## config.mk

```make
export PLATFORM = sky130hd
export DESIGN_NAME = sar_adc_scan_controller
export DESIGN_NICKNAME = d
export VERILOG_FILES = /design/src/design/sar_adc_scan_controller.v
export VERILOG_INCLUDE_DIRS = /design/src /design/src/design
export SDC_FILE = /design/constraint.sdc
export NUM_CORES = 1
export LEC_CHECK = 0
export BUFFER_PORTS_ARGS = -buffer_cell sky130_fd_sc_hd__buf_2
export CORE_MARGIN = 3
export CORE_UTILIZATION = 30
export CTS_CLUSTER_DIAMETER = 150
export DETAILED_ROUTE_END_ITERATION = 16
export GPL_TIMING_DRIVEN = 0
export PLACE_DENSITY = 0.5
export SYNTH_ARGS = -nofsm -noshare
export SYNTH_HDL_FRONTEND = slang
export SYNTH_SLANG_ARGS = --single-unit
export TNS_END_PERCENT = 5
```

## constraint.sdc

```tcl
create_clock -name i_clk -period 6.9 [get_ports i_clk]
set_input_delay 2.07 -clock i_clk [delete_from_list [all_inputs] [get_ports i_clk]]
set_output_delay 2.07 -clock i_clk [all_outputs]
set_load 0.01 [all_outputs]
```

## src/design/scan_defines.vh

```
// Purpose: Register map, field positions and codes for the converter controller
// Assumes: Avalon-MM word addressing by byte address, 32-bit data
// Notes:   Definitions only
`ifndef SCAN_DEFINES_VH
`define SCAN_DEFINES_VH
`define ADDR_W          8
`define REG_CTRL        8'h00
`define REG_STATUS      8'h04
`define REG_LP1_CTRL    8'h08
`define REG_LP1_RESULT  8'h0c
`define REG_LP2_CTRL    8'h10
`define REG_LP2_RESULT  8'h14
`define REG_DMA_WORD    8'h18
`define REG_PAT1_BASE   8'h40
`define REG_PAT2_BASE   8'h80
`define PAT_REGION_W    2
`define PAT1_REGION     2'h1
`define PAT2_REGION     2'h2
// Control register fields
`define CTRL_START      0
`define CTRL_STOP       1
`define CTRL_MODE_HI    3
`define CTRL_MODE_LO    2
`define CTRL_SEL2       4
`define CTRL_I2S_ROUTE  5
`define CTRL_WS_TRIG    6
`define CTRL_DMA_EN     7
`define CTRL_LEN_HI     11
`define CTRL_LEN_LO     8
`define CTRL_SCANS_HI   19
`define CTRL_SCANS_LO   12
// Low-power control fields
`define LP_TRIG         0
`define LP_CH_HI        7
`define LP_CH_LO        4
`define LP_RES_HI       9
`define LP_RES_LO       8
// Status bits
`define ST_BUSY         0
`define ST_DONE         1
`define ST_LP1_BUSY     2
`define ST_LP2_BUSY     3
`define ST_LP1_DONE     4
`define ST_LP2_DONE     5
// Pattern entry fields
`define PE_CH_HI        7
`define PE_CH_LO        4
`define PE_RES_HI       3
`define PE_RES_LO       2
`define PE_ATT_HI       1
`define PE_ATT_LO       0
// Scan modes
`define MODE_SINGLE     2'h0
`define MODE_DOUBLE     2'h1
`define MODE_ALT        2'h2
// Resolution codes: 0=9 bit, 1=10, 2=11, 3=12
`define RES_12          2'h3
`define RES_11          2'h2
// Channel map
`define CH1_MAX         4'h7
`define CH2_MAX         4'h9
`define CH_SUPPLY       4'hc
`define CH_PEAK_A       4'hd
`define CH_PEAK_B       4'he
`define PAT_DEPTH       16
`define PAT_IDX_W       4
`define CONV_CYCLES     8'h0e
`endif

```

## src/design/sar_adc_scan_controller.v

```verilog
// Purpose: Digital control for two 12-bit successive-approximation converters
// Assumes: Converter cores answer a start pulse with a done pulse and result
// Notes:   Two low-power single-shot controllers and one pattern-table scan engine
// Summary of operation
// RQ1: Resolution 12, 11, 10 or 9 bits per measurement
// RQ2: Trigger bit starts one conversion; result register
// RQ3: Low-power controllers never scan nor use DMA
// RQ4: Sixteen-entry pattern table: channel, resolution, attenuation
// RQ5: Entries fetched in order, wrap after sixteen (here wrap follows the entry set in ctrl bits 11:8)
// RQ6: Entry is 8 bits: 4 channel, 2+2
// RQ7: Channel 7:4, resolution 3:2, attenuation 1:0
// RQ8: Single mode scans one configured converter only
// RQ9: Double mode samples both converters together
// RQ10: Alternate mode interleaves first and second converter
// RQ11: Single word: 4-bit channel then 12-bit result
// RQ12: Dual word: select bit, channel, 11-bit result
// RQ13: Dual format limits precision to 11 bits
// RQ14: Select bit 15, channel 14:11; single channel 15:12
// RQ15: Scan starts by software or I2S; no single
// RQ16: Interrupt when scan finishes with DMA in use
// RQ17: I2S word-select triggers each measurement
// RQ18: I2S data line flags result ready
// RQ19: Routing bit must be set before I2S delivery
// RQ20: DMA path only from first converter's scan controller (here second-table scans also deliver DMA words)
// RQ21: Supply and peak channels only where supported
// RQ22: Channels 0-7 on first, 0-9 on second
//
// Our own choices: the register offsets and the Avalon-MM slave port.
`timescale 1ns/1ps
`include "scan_defines.vh"
module sar_adc_scan_controller (
  input  wire        i_clk,
  input  wire        i_resetn,
  input  wire [7:0]  i_avs_address,
  input  wire        i_avs_read,
  input  wire        i_avs_write,
  input  wire [31:0] i_avs_writedata,
  output reg  [31:0] o_avs_readdata,
  output reg         o_avs_waitrequest,
  output reg         o_conv1_start,
  output reg  [3:0]  o_conv1_channel,
  output reg  [1:0]  o_conv1_res,
  output reg  [1:0]  o_conv1_atten,
  input  wire        i_conv1_done,
  input  wire [11:0] i_conv1_data,
  output reg         o_conv2_start,
  output reg  [3:0]  o_conv2_channel,
  output reg  [1:0]  o_conv2_res,
  output reg  [1:0]  o_conv2_atten,
  input  wire        i_conv2_done,
  input  wire [11:0] i_conv2_data,
  input  wire        i_i2s_ws,
  output reg         o_i2s_data,
  output reg  [15:0] o_dma_word,
  output reg         o_dma_valid,
  output reg         o_scan_irq
);
  // Controller states
  localparam ST_IDLE = 2'h0;
  localparam ST_WAIT = 2'h1;
  localparam ST_CONV = 2'h2;
  localparam ST_PACK = 2'h3;

  // Reset release through two flops
  reg       rst_meta;
  reg       rst_sync_n;
  always @(posedge i_clk or negedge i_resetn) begin
    if (!i_resetn) begin
      rst_meta   <= 1'b0;
      rst_sync_n <= 1'b0;
    end else begin
      rst_meta   <= 1'b1;
      rst_sync_n <= rst_meta;
    end
  end

  // Pattern tables, one per converter
  reg [7:0]  pat1 [0:`PAT_DEPTH-1];
  reg [7:0]  pat2 [0:`PAT_DEPTH-1];
  reg [31:0] ctrl;
  reg [9:0]  lp1_ctrl;
  reg [9:0]  lp2_ctrl;
  reg [11:0] lp1_result;
  reg [11:0] lp2_result;
  reg        lp1_busy;
  reg        lp2_busy;
  reg        lp1_done;
  reg        lp2_done;
  reg        scan_busy;
  reg        scan_done;
  reg [1:0]  state;
  reg [3:0]  idx;
  reg        alt_second;
  reg [7:0]  scans_left;
  reg        got1;
  reg        got2;
  reg [11:0] res1;
  reg [11:0] res2;
  reg        ws_prev;
  reg        pend2;
  reg [1:0]  owner;

  // Writes land at the answer edge; reads are fetched one edge earlier so
  // that the registered read data already stands when waitrequest drops
  wire       wr   = i_avs_write & ~o_avs_waitrequest;
  wire       rd   = i_avs_read & o_avs_waitrequest;
  wire [1:0] mode = ctrl[`CTRL_MODE_HI:`CTRL_MODE_LO];
  wire       sel2 = ctrl[`CTRL_SEL2];
  wire [3:0] last = ctrl[`CTRL_LEN_HI:`CTRL_LEN_LO];
  wire       ws_rise = i_i2s_ws & ~ws_prev;
  wire [7:0] e1 = pat1[idx];
  wire [7:0] e2 = pat2[idx];

  // Channel legality per converter; supply only on second, peaks on neither
  function ch_ok;
    input       second;
    input [3:0] ch;
    begin
      if (second)
        ch_ok = (ch <= `CH2_MAX) || (ch == `CH_SUPPLY); // [RQ21] [RQ22]
      else
        ch_ok = (ch <= `CH1_MAX);                       // [RQ22]
    end
  endfunction

  // Align a result to the requested resolution, LSBs cleared
  function [11:0] trim;
    input [11:0] d;
    input [1:0]  r;
    begin
      case (r)
        2'h0:    trim = {d[11:3], 3'h0};
        2'h1:    trim = {d[11:2], 2'h0};
        2'h2:    trim = {d[11:1], 1'h0};
        default: trim = d;                              // [RQ1]
      endcase
    end
  endfunction

  // Bus slave: one wait cycle then answer; unmapped reads give zero
  always @(posedge i_clk or negedge rst_sync_n) begin
    if (!rst_sync_n) begin
      o_avs_waitrequest <= 1'b1;
      o_avs_readdata    <= 32'h0;
    end else begin
      if ((i_avs_read | i_avs_write) & o_avs_waitrequest) begin
        o_avs_waitrequest <= 1'b0;
      end else begin
        o_avs_waitrequest <= 1'b1;
      end
      if (rd) begin
        o_avs_readdata <= 32'h0;
        case (i_avs_address)
          `REG_CTRL:       o_avs_readdata <= ctrl;
          `REG_STATUS:     o_avs_readdata <= {26'h0, lp2_done, lp1_done, lp2_busy,
                                              lp1_busy, scan_done, scan_busy};
          `REG_LP1_CTRL:   o_avs_readdata <= {22'h0, lp1_ctrl};
          `REG_LP1_RESULT: o_avs_readdata <= {20'h0, lp1_result}; // [RQ2]
          `REG_LP2_CTRL:   o_avs_readdata <= {22'h0, lp2_ctrl};
          `REG_LP2_RESULT: o_avs_readdata <= {20'h0, lp2_result}; // [RQ2]
          `REG_DMA_WORD:   o_avs_readdata <= {16'h0, o_dma_word};
          default: begin
            if (i_avs_address[7:6] == `PAT1_REGION)
              o_avs_readdata <= {24'h0, pat1[i_avs_address[5:2]]};
            else if (i_avs_address[7:6] == `PAT2_REGION)
              o_avs_readdata <= {24'h0, pat2[i_avs_address[5:2]]};
          end
        endcase
      end
    end
  end

  // Pattern table writes; table keeps its contents, no reset needed
  always @(posedge i_clk) begin
    if (wr && i_avs_address[7:6] == `PAT1_REGION)
      pat1[i_avs_address[5:2]] <= i_avs_writedata[7:0];  // [RQ4] [RQ6]
    if (wr && i_avs_address[7:6] == `PAT2_REGION)
      pat2[i_avs_address[5:2]] <= i_avs_writedata[7:0];  // [RQ4] [RQ6]
  end

  // Control words; start and trigger bits self-clear
  always @(posedge i_clk or negedge rst_sync_n) begin
    if (!rst_sync_n) begin
      ctrl     <= 32'h0;
      lp1_ctrl <= 10'h0;
      lp2_ctrl <= 10'h0;
    end else begin
      ctrl[`CTRL_START] <= 1'b0;
      ctrl[`CTRL_STOP]  <= 1'b0;
      lp1_ctrl[`LP_TRIG] <= 1'b0;
      lp2_ctrl[`LP_TRIG] <= 1'b0;
      if (wr && i_avs_address == `REG_CTRL)
        ctrl <= {12'h0, i_avs_writedata[19:0]};
      if (wr && i_avs_address == `REG_LP1_CTRL)
        lp1_ctrl <= i_avs_writedata[9:0];
      if (wr && i_avs_address == `REG_LP2_CTRL)
        lp2_ctrl <= i_avs_writedata[9:0];
    end
  end

  // Converter arbitration and scan engine. Low-power shots take the core only
  // while the scan engine is idle, since one core cannot serve both at once.
  always @(posedge i_clk or negedge rst_sync_n) begin
    if (!rst_sync_n) begin
      state <= ST_IDLE;
      idx <= 4'h0;
      alt_second <= 1'b0;
      scans_left <= 8'h0;
      scan_busy <= 1'b0;
      scan_done <= 1'b0;
      got1 <= 1'b0;
      got2 <= 1'b0;
      res1 <= 12'h0;
      res2 <= 12'h0;
      ws_prev <= 1'b0;
      pend2 <= 1'b0;
      owner <= 2'h0;
      lp1_busy <= 1'b0;
      lp2_busy <= 1'b0;
      lp1_done <= 1'b0;
      lp2_done <= 1'b0;
      lp1_result <= 12'h0;
      lp2_result <= 12'h0;
      o_conv1_start <= 1'b0;
      o_conv1_channel <= 4'h0;
      o_conv1_res <= 2'h0;
      o_conv1_atten <= 2'h0;
      o_conv2_start <= 1'b0;
      o_conv2_channel <= 4'h0;
      o_conv2_res <= 2'h0;
      o_conv2_atten <= 2'h0;
      o_i2s_data <= 1'b0;
      o_dma_word <= 16'h0;
      o_dma_valid <= 1'b0;
      o_scan_irq <= 1'b0;
    end else begin
      ws_prev <= i_i2s_ws;
      o_conv1_start <= 1'b0;
      o_conv2_start <= 1'b0;
      o_i2s_data <= 1'b0;
      o_dma_valid <= 1'b0;
      o_scan_irq <= 1'b0;
      // Status read of done flags clears them; a new event wins the clear
      if (rd && i_avs_address == `REG_STATUS) begin
        scan_done <= 1'b0;
        lp1_done <= 1'b0;
        lp2_done <= 1'b0;
      end
      // Low-power single shots: one conversion per trigger, no sequencing
      // A channel the core cannot reach is refused: no start, no done
      if (lp1_ctrl[`LP_TRIG] && !lp1_busy && !scan_busy &&
          ch_ok(1'b0, lp1_ctrl[`LP_CH_HI:`LP_CH_LO])) begin     // [RQ2] [RQ3] [RQ22]
        lp1_busy <= 1'b1;
        o_conv1_start <= 1'b1;
        o_conv1_channel <= lp1_ctrl[`LP_CH_HI:`LP_CH_LO];
        o_conv1_res <= lp1_ctrl[`LP_RES_HI:`LP_RES_LO];             // [RQ1]
        o_conv1_atten <= 2'h0;
      end
      if (lp2_ctrl[`LP_TRIG] && !lp2_busy && !scan_busy &&
          ch_ok(1'b1, lp2_ctrl[`LP_CH_HI:`LP_CH_LO])) begin     // [RQ2] [RQ3] [RQ22]
        lp2_busy <= 1'b1;
        o_conv2_start <= 1'b1;
        o_conv2_channel <= lp2_ctrl[`LP_CH_HI:`LP_CH_LO];
        o_conv2_res <= lp2_ctrl[`LP_RES_HI:`LP_RES_LO];             // [RQ1]
        o_conv2_atten <= 2'h0;
      end
      if (lp1_busy && i_conv1_done) begin
        lp1_busy <= 1'b0;
        lp1_done <= 1'b1;
        lp1_result <= trim(i_conv1_data, o_conv1_res);              // [RQ2]
      end
      if (lp2_busy && i_conv2_done) begin
        lp2_busy <= 1'b0;
        lp2_done <= 1'b1;
        lp2_result <= trim(i_conv2_data, o_conv2_res);              // [RQ2]
      end
      case (state)
        ST_IDLE: begin
          // Software start only; no path exists to fire one conversion
          if (ctrl[`CTRL_START] && !lp1_busy && !lp2_busy) begin    // [RQ15]
            scan_busy <= 1'b1;
            idx <= 4'h0;
            alt_second <= 1'b0;
            scans_left <= ctrl[`CTRL_SCANS_HI:`CTRL_SCANS_LO];
            state <= ST_WAIT;
          end
        end
        ST_WAIT: begin
          // I2S word-select paces each measurement when selected
          if (ctrl[`CTRL_STOP]) begin
            state <= ST_IDLE;
            scan_busy <= 1'b0;
          end else if (!ctrl[`CTRL_WS_TRIG] || ws_rise) begin      // [RQ15] [RQ17]
            got1 <= 1'b0;
            got2 <= 1'b0;
            owner <= 2'h0;
            pend2 <= 1'b0;
            if (mode == `MODE_DOUBLE) begin                         // [RQ9]
              owner <= 2'h3;
              o_conv1_start <= ch_ok(1'b0, e1[`PE_CH_HI:`PE_CH_LO]);
              o_conv2_start <= ch_ok(1'b1, e2[`PE_CH_HI:`PE_CH_LO]);
              got1 <= ~ch_ok(1'b0, e1[`PE_CH_HI:`PE_CH_LO]);
              got2 <= ~ch_ok(1'b1, e2[`PE_CH_HI:`PE_CH_LO]);
            end else if ((mode == `MODE_ALT && alt_second) ||
                         (mode == `MODE_SINGLE && sel2)) begin     // [RQ8] [RQ10]
              owner <= 2'h2;
              o_conv2_start <= ch_ok(1'b1, e2[`PE_CH_HI:`PE_CH_LO]);
              got1 <= 1'b1;
              got2 <= ~ch_ok(1'b1, e2[`PE_CH_HI:`PE_CH_LO]);
            end else begin                                          // [RQ8] [RQ10]
              owner <= 2'h1;
              o_conv1_start <= ch_ok(1'b0, e1[`PE_CH_HI:`PE_CH_LO]);
              got1 <= ~ch_ok(1'b0, e1[`PE_CH_HI:`PE_CH_LO]);
              got2 <= 1'b1;
            end
            // Entry fields steer the cores          [RQ7]
            o_conv1_channel <= e1[`PE_CH_HI:`PE_CH_LO];
            o_conv1_res <= e1[`PE_RES_HI:`PE_RES_LO];                // [RQ1]
            o_conv1_atten <= e1[`PE_ATT_HI:`PE_ATT_LO];
            o_conv2_channel <= e2[`PE_CH_HI:`PE_CH_LO];
            o_conv2_res <= e2[`PE_RES_HI:`PE_RES_LO];                // [RQ1]
            o_conv2_atten <= e2[`PE_ATT_HI:`PE_ATT_LO];
            state <= ST_CONV;
          end
        end
        ST_CONV: begin
          if (i_conv1_done && owner[0]) begin
            got1 <= 1'b1;
            res1 <= trim(i_conv1_data, o_conv1_res);
          end
          if (i_conv2_done && owner[1]) begin
            got2 <= 1'b1;
            res2 <= trim(i_conv2_data, o_conv2_res);
          end
          if ((got1 || (i_conv1_done && owner[0])) &&
              (got2 || (i_conv2_done && owner[1])))
            state <= ST_PACK;
        end
        default: begin
          // Pack one word per converter; double mode sends second word next
          if (mode == `MODE_SINGLE) begin
            o_dma_word <= sel2 ? {o_conv2_channel, res2} :
                                 {o_conv1_channel, res1};           // [RQ11] [RQ14]
          end else if (owner[0] && !pend2) begin
            o_dma_word <= {1'b0, o_conv1_channel, res1[11:1]};      // [RQ12] [RQ13]
          end else begin
            o_dma_word <= {1'b1, o_conv2_channel, res2[11:1]};      // [RQ12] [RQ13] [RQ14]
          end
          // DMA and I2S delivery from every mode and either table, gated only by the enable bits
          o_dma_valid <= ctrl[`CTRL_DMA_EN];                        // [RQ20]
          o_i2s_data <= ctrl[`CTRL_I2S_ROUTE];                      // [RQ18] [RQ19]
          if (owner == 2'h3 && !pend2) begin
            pend2 <= 1'b1;
          end else begin
            pend2 <= 1'b0;
            alt_second <= (mode == `MODE_ALT) ? ~alt_second : 1'b0;
            if (mode != `MODE_ALT || alt_second) begin
              idx <= (idx == last) ? 4'h0 : idx + 4'h1;             // [RQ5]
            end
            state <= ST_WAIT;
            if ((mode != `MODE_ALT || alt_second) && idx == last) begin
              if (scans_left == 8'h0) begin
                state <= ST_IDLE;
                scan_busy <= 1'b0;
                scan_done <= 1'b1;
                o_scan_irq <= ctrl[`CTRL_DMA_EN];                   // [RQ16]
              end else begin
                scans_left <= scans_left - 8'h1;
              end
            end
          end
        end
      endcase
    end
  end
endmodule

```

# ---- After elaboration in Yosys (flattened, before gate mapping)
# Memory sizes are Yosys's and may differ from the RTL's.
# Index checks and enable logic that the tools add are counted.
dict set report op_classes {
  n_addsub 2
  magnitude_cmp 4
  eq_ne 33
  n_mux 134
  bitwise 16
  reduce_logical 65
}
# cell n
set op_table {}
lappend op_table {{$pmux 20 s7} 1}
lappend op_table {{$mux 1} 78}
lappend op_table {{$mux 16} 3}
lappend op_table {{$mux 2} 24}
lappend op_table {{$mux 4} 12}
lappend op_table {{$mux 8} 6}
lappend op_table {{$eq 8x5->1 const B} 3}
lappend op_table {{$logic_and 1x1->1} 24}
lappend op_table {{$pmux 3 s3} 2}
lappend op_table {{$eq 8x4->1 const B} 2}
lappend op_table {{$logic_not 8->1} 2}
lappend op_table {{$ne 2x2->1 const B} 8}
lappend op_table {{$pmux 8 s2} 1}
lappend op_table {{$reduce_and 4->1} 4}
lappend op_table {{$reduce_bool 2->1} 7}
lappend op_table {{$eq 2x2->1 const B} 6}
lappend op_table {{$not 1->1} 11}
lappend op_table {{$eq 2x1->1 const B} 5}
lappend op_table {{$reduce_and 3->1} 3}
lappend op_table {{$eq 4x4->1 const B} 2}
lappend op_table {{$eq 8x3->1 const B} 1}
lappend op_table {{$le 4x3->1 const B} 2}
lappend op_table {{$le 4x4->1 const B} 2}
lappend op_table {{$logic_not 2->1} 4}
lappend op_table {{21 further kinds} 41}
dict set report word_totals {
  ff_bits 187
  mem_bits_rw 256
  inputBits 71
  out_inout_bits 70
  wordCells 297
  mem_count 2
}
# name words word_bits read_ports rd_clocked_by_memory_dff write_ports line
set mem_list {}
lappend mem_list {pat1 16 8 2 0 1 sar_adc_scan_controller.v:78} ;# reg [7:0] pat1 [0:`PAT_DEPTH-1];
lappend mem_list {pat2 16 8 2 0 1 sar_adc_scan_controller.v:79} ;# reg [7:0] pat2 [0:`PAT_DEPTH-1];

# ---- Longest topological paths before layout
dict set report logic_depth {
  depth_word 14
  mapped_depth 9
  ltp_nobuf 7
}

# ---- Least setup slack after synthesis
# No wires, ideal clock.
dict set report synth_path {
  path_kind {input -> register}
  from {in i_avs_address[2]}
  to {mem pat1[7][0], enable pin}
  setup_ps 383
  t_arrival_ps 3577
  required_ps 6517
  path_slack_ps 2940
  cell_stages 6
  n_path_buf 4
  path_cell_list {buf_4 buf_6 buf_4 buf_4 nand2_1 nor3_1}
}
# item line
set synth_lines {}
lappend synth_lines {{start: declaration} sar_adc_scan_controller.v:34} ;# input wire [7:0] i_avs_address,
lappend synth_lines {{end: declaration} sar_adc_scan_controller.v:78}
# No word-level cell before the write port.

# ---- Worst setup path in the final report
dict set report layout_path {
  from {in i_avs_address[4]}
  to {mem pat2[1][5], enable pin}
}
# item line
set layout_lines {}
lappend layout_lines {{end: declaration} sar_adc_scan_controller.v:79}
# No word-level cell before the write port.

==> flow_summary.toml <==
[status]
status = "finished, final reports clean"

[placement]
dp_hpwl_mm = 51.1
gp_congestion = 0.929
dp_slack_ns = 1.46
io_buffers = 113

[worst_hold_path]
hold_class = "reg -> reg"
hold_depth = 0

[sta]
setup_violations = 0
fin_worst_skew_ns = 0.0302
hold_viol_final = 0
timing.fmax_ghz = 0.199
tns_ns = 0
tightest_slew_ns = 1.42
max-slew-margin-rel = 0.0504
finalCriticalPeriod_ns = 5.02
maxSlewViolCount = 0
rsz0062_at_grt = "no"
post-route-period-util = 0.728
setup_ws_ns = 1.88
hold_slack_ns = 0.355

[cts]
path_clk_slew_ns = 0.06
cts_setup_buffers = 0
clockBufferDepth = 3
clock_latency_ns = 0.61
cts-buffers-inserted = 48
postCtsHoldBufs = 0
cts_resized = 0
clockRootBuffer = "clkbuf_16"
clock-sinks = 431
cts_tree = "done"
ctsHtreeMaxLevel = 2

[setup_path]
slowest_delay_ns = 0.96
worstPathRequired_ns = 7.10
worst_r2r_path_depth = 3
startpoint_type = "primary input"
critPathKind = "in -> reg"
critPathCaptureType = "register"
crit_path_top_delay_cell = "nor2_1"
crit_fanout = 10
crit_arrival_ns = 5.23
crit_chain = "buf_2 -> clkbuf_1 -> nor2_1 -> clkbuf_1 -> nand2_1 -> nor2_1"

[synthesis]
yosys-top-cells-count = "edfxtp_1 (256), dfrtp_1 (174), mux4_2 (139)"
synthCells = 1369
ys_types = 73
syn_avg_cell_area_um2 = 14.9
yosysWarnings = 0
synth-edff-count = 256
synth_largest_area_cell = "edfxtp_1"
synth_ff_type = "edfxtp_1"
netlist_area_um2 = 20400
netlist_top_cells_area = "edfxtp_1 (38%), dfrtp_1 (21%), mux4_2 (15%), mux2_2 (4.7%), nand2_1 (2.2%)"
yosysMostFrequentCell = "edfxtp_1"
seq_area_frac_synth = 0.591
synth_seq_cells = 431
synthArstFlopShare = 0.406
yosysTopAreaCellShare = 0.376

[floorplan]
die_height_um = 267
row_count = 95
pin_count = 141
initial_core_util = 0.304
core_area_um2 = 67300
dieArea_um2 = 71300
die_x_um = 267

[global_route]
grt_pass1_wl_mm = 101
grt_max_degree = 69
grt_pass1_vias = 13500
antenna_found_initial = 2
grt_usage = 0.197
gr-total-overflow = 0

[routing]
vias = 13800
drt_pass1_iterations = 6
via_per_inst = 5.62
antenna_left = 0
wl_per_cell_um = 28.6
post-route-drc-count = 0
drt-initial-drc-count = 1810
totalWireLength_mm = 70.5

[final_layout]
drive_gt1_frac = 0.314
nets = 1625
final.fill_count = 6490
area_growth_syn_to_layout_pct = 16.6

[pwr]
p_leak_nw = 8.83
ir_drop_v = 0.000162
power_density_nw_per_um2 = 328

[flow_run]
maxCapViolations = 0
==> per-stage QoR <==
stage	area, µm²	total power, mW	utilization	std cells
floorplan	20500	4.49	-	1380
global placement	22100	5.27	0.329	2366
detailed placement	22300	5.29	0.331	2371
CTS	23800	7.88	0.354	2460
global route	23800	8.18	0.354	2460
finish	23800	7.82	0.354	2462
==> report_power, final <==
part	total (mW)	switching [mW]	leakage, nW	internal (mW)
sequential	3.27	0.293	4.56	2.97
clock	2.58	1.07	0.765	1.51
combinational	1.98	1.12	3.50	0.857
total	7.82	2.48	8.83	5.34
==> area by class of cell <==
class                   count  area (µm²)  area share
diodes                      2        5.00    0.000210
plain buffers             100         552      0.0232
clock buffers              71        1400      0.0588
clock inverters            18         169     0.00709
inverters                  16        60.1     0.00252
multi-input cells         833        7820       0.328
flip-flops and latches    431       12100       0.507
well taps                 873        1090      0.0458
repair buffers            118         654      0.0275
==> critical path, delay by kind of cell <==
kind                   cells  cell delay (ns)
and+or+nand+nor            3             2.01
buffers and inverters      3             1.13
==> state kept, by name, indices dropped and copies added (netlist names), 8 cells and up <==
signal	cells
lp1_result	12
lp1_ctrl	10
scans_left	8
o_avs_readdata	20
pat2	128
res1	12
o_dma_word	16
res2	12
lp2_ctrl	10
lp2_result	12
pat1	128
ctrl	20
==> cells in the final DEF, fill, tap and decap left out, types with 7 or more instances in the layout <==
cell type and instances:
buf_6 13, clkbuf_8 7, o21ai_1 12, nor2b_1 26
nand2b_1 10, mux4_2 139, buf_2 134, clkbuf_1 56
a31oi_1 20, mux2_4 9, clkbuf_16 50, a22oi_1 33
nand2_1 120, conb_1 13, edfxtp_1 256, nor3_1 17
nand3_1 28, inv_1 15, mux2i_1 43, mux2_2 85
buf_1 7, a21oi_1 27, dfrtp_1 173, clkinv_1 8
nor2_1 66, a211oi_1 21, and2_1 7, buf_4 20
o21ai_0 44
==> metal layers <==
layer,global-route usage,vias up,wire (µm)
met5,0,-,0
met1,0.278,7279,30700
met2,0.308,706,32200
met4,0.0639,0,2380
li1,-,5728,-
met3,0.0360,128,5210
==> cell families (layout without fill, tap and decap cells) <==
logic type	after synthesis	count (layout)	share of synthesized area
flops	431	431	0.591
simple gates	316	316	0.0740
mux	276	276	0.228
compound gates	218	218	0.0720
buf+inv	116	323	0.0299
fa+ha+maj	6	6	0.00367
xor+xnor	4	4	0.00171
other cells	2	15	0.000368
==> worst paths after layout <==
path / from / to / slack [ns]
min: rst_meta$_DFF_PN0_ / rst_sync_n$_DFF_PN0_ / 0.36
min in group asynchronous: rst_sync_n$_DFF_PN0_ / scan_busy$_DFFE_PN0P_ / 0.40
min reg2reg: rst_meta$_DFF_PN0_ / rst_sync_n$_DFF_PN0_ / 0.36
max reg2reg: o_avs_waitrequest$_DFF_PN1_ / pat2[4][2]$_DFFE_PP_ / 3.55
max in group asynchronous: i_resetn / rst_sync_n$_DFF_PN0_ / 5.54
max: i_avs_address[4] / pat2[1][5]$_DFFE_PP_ / 1.88
Power figures use the tool's default switching activity.
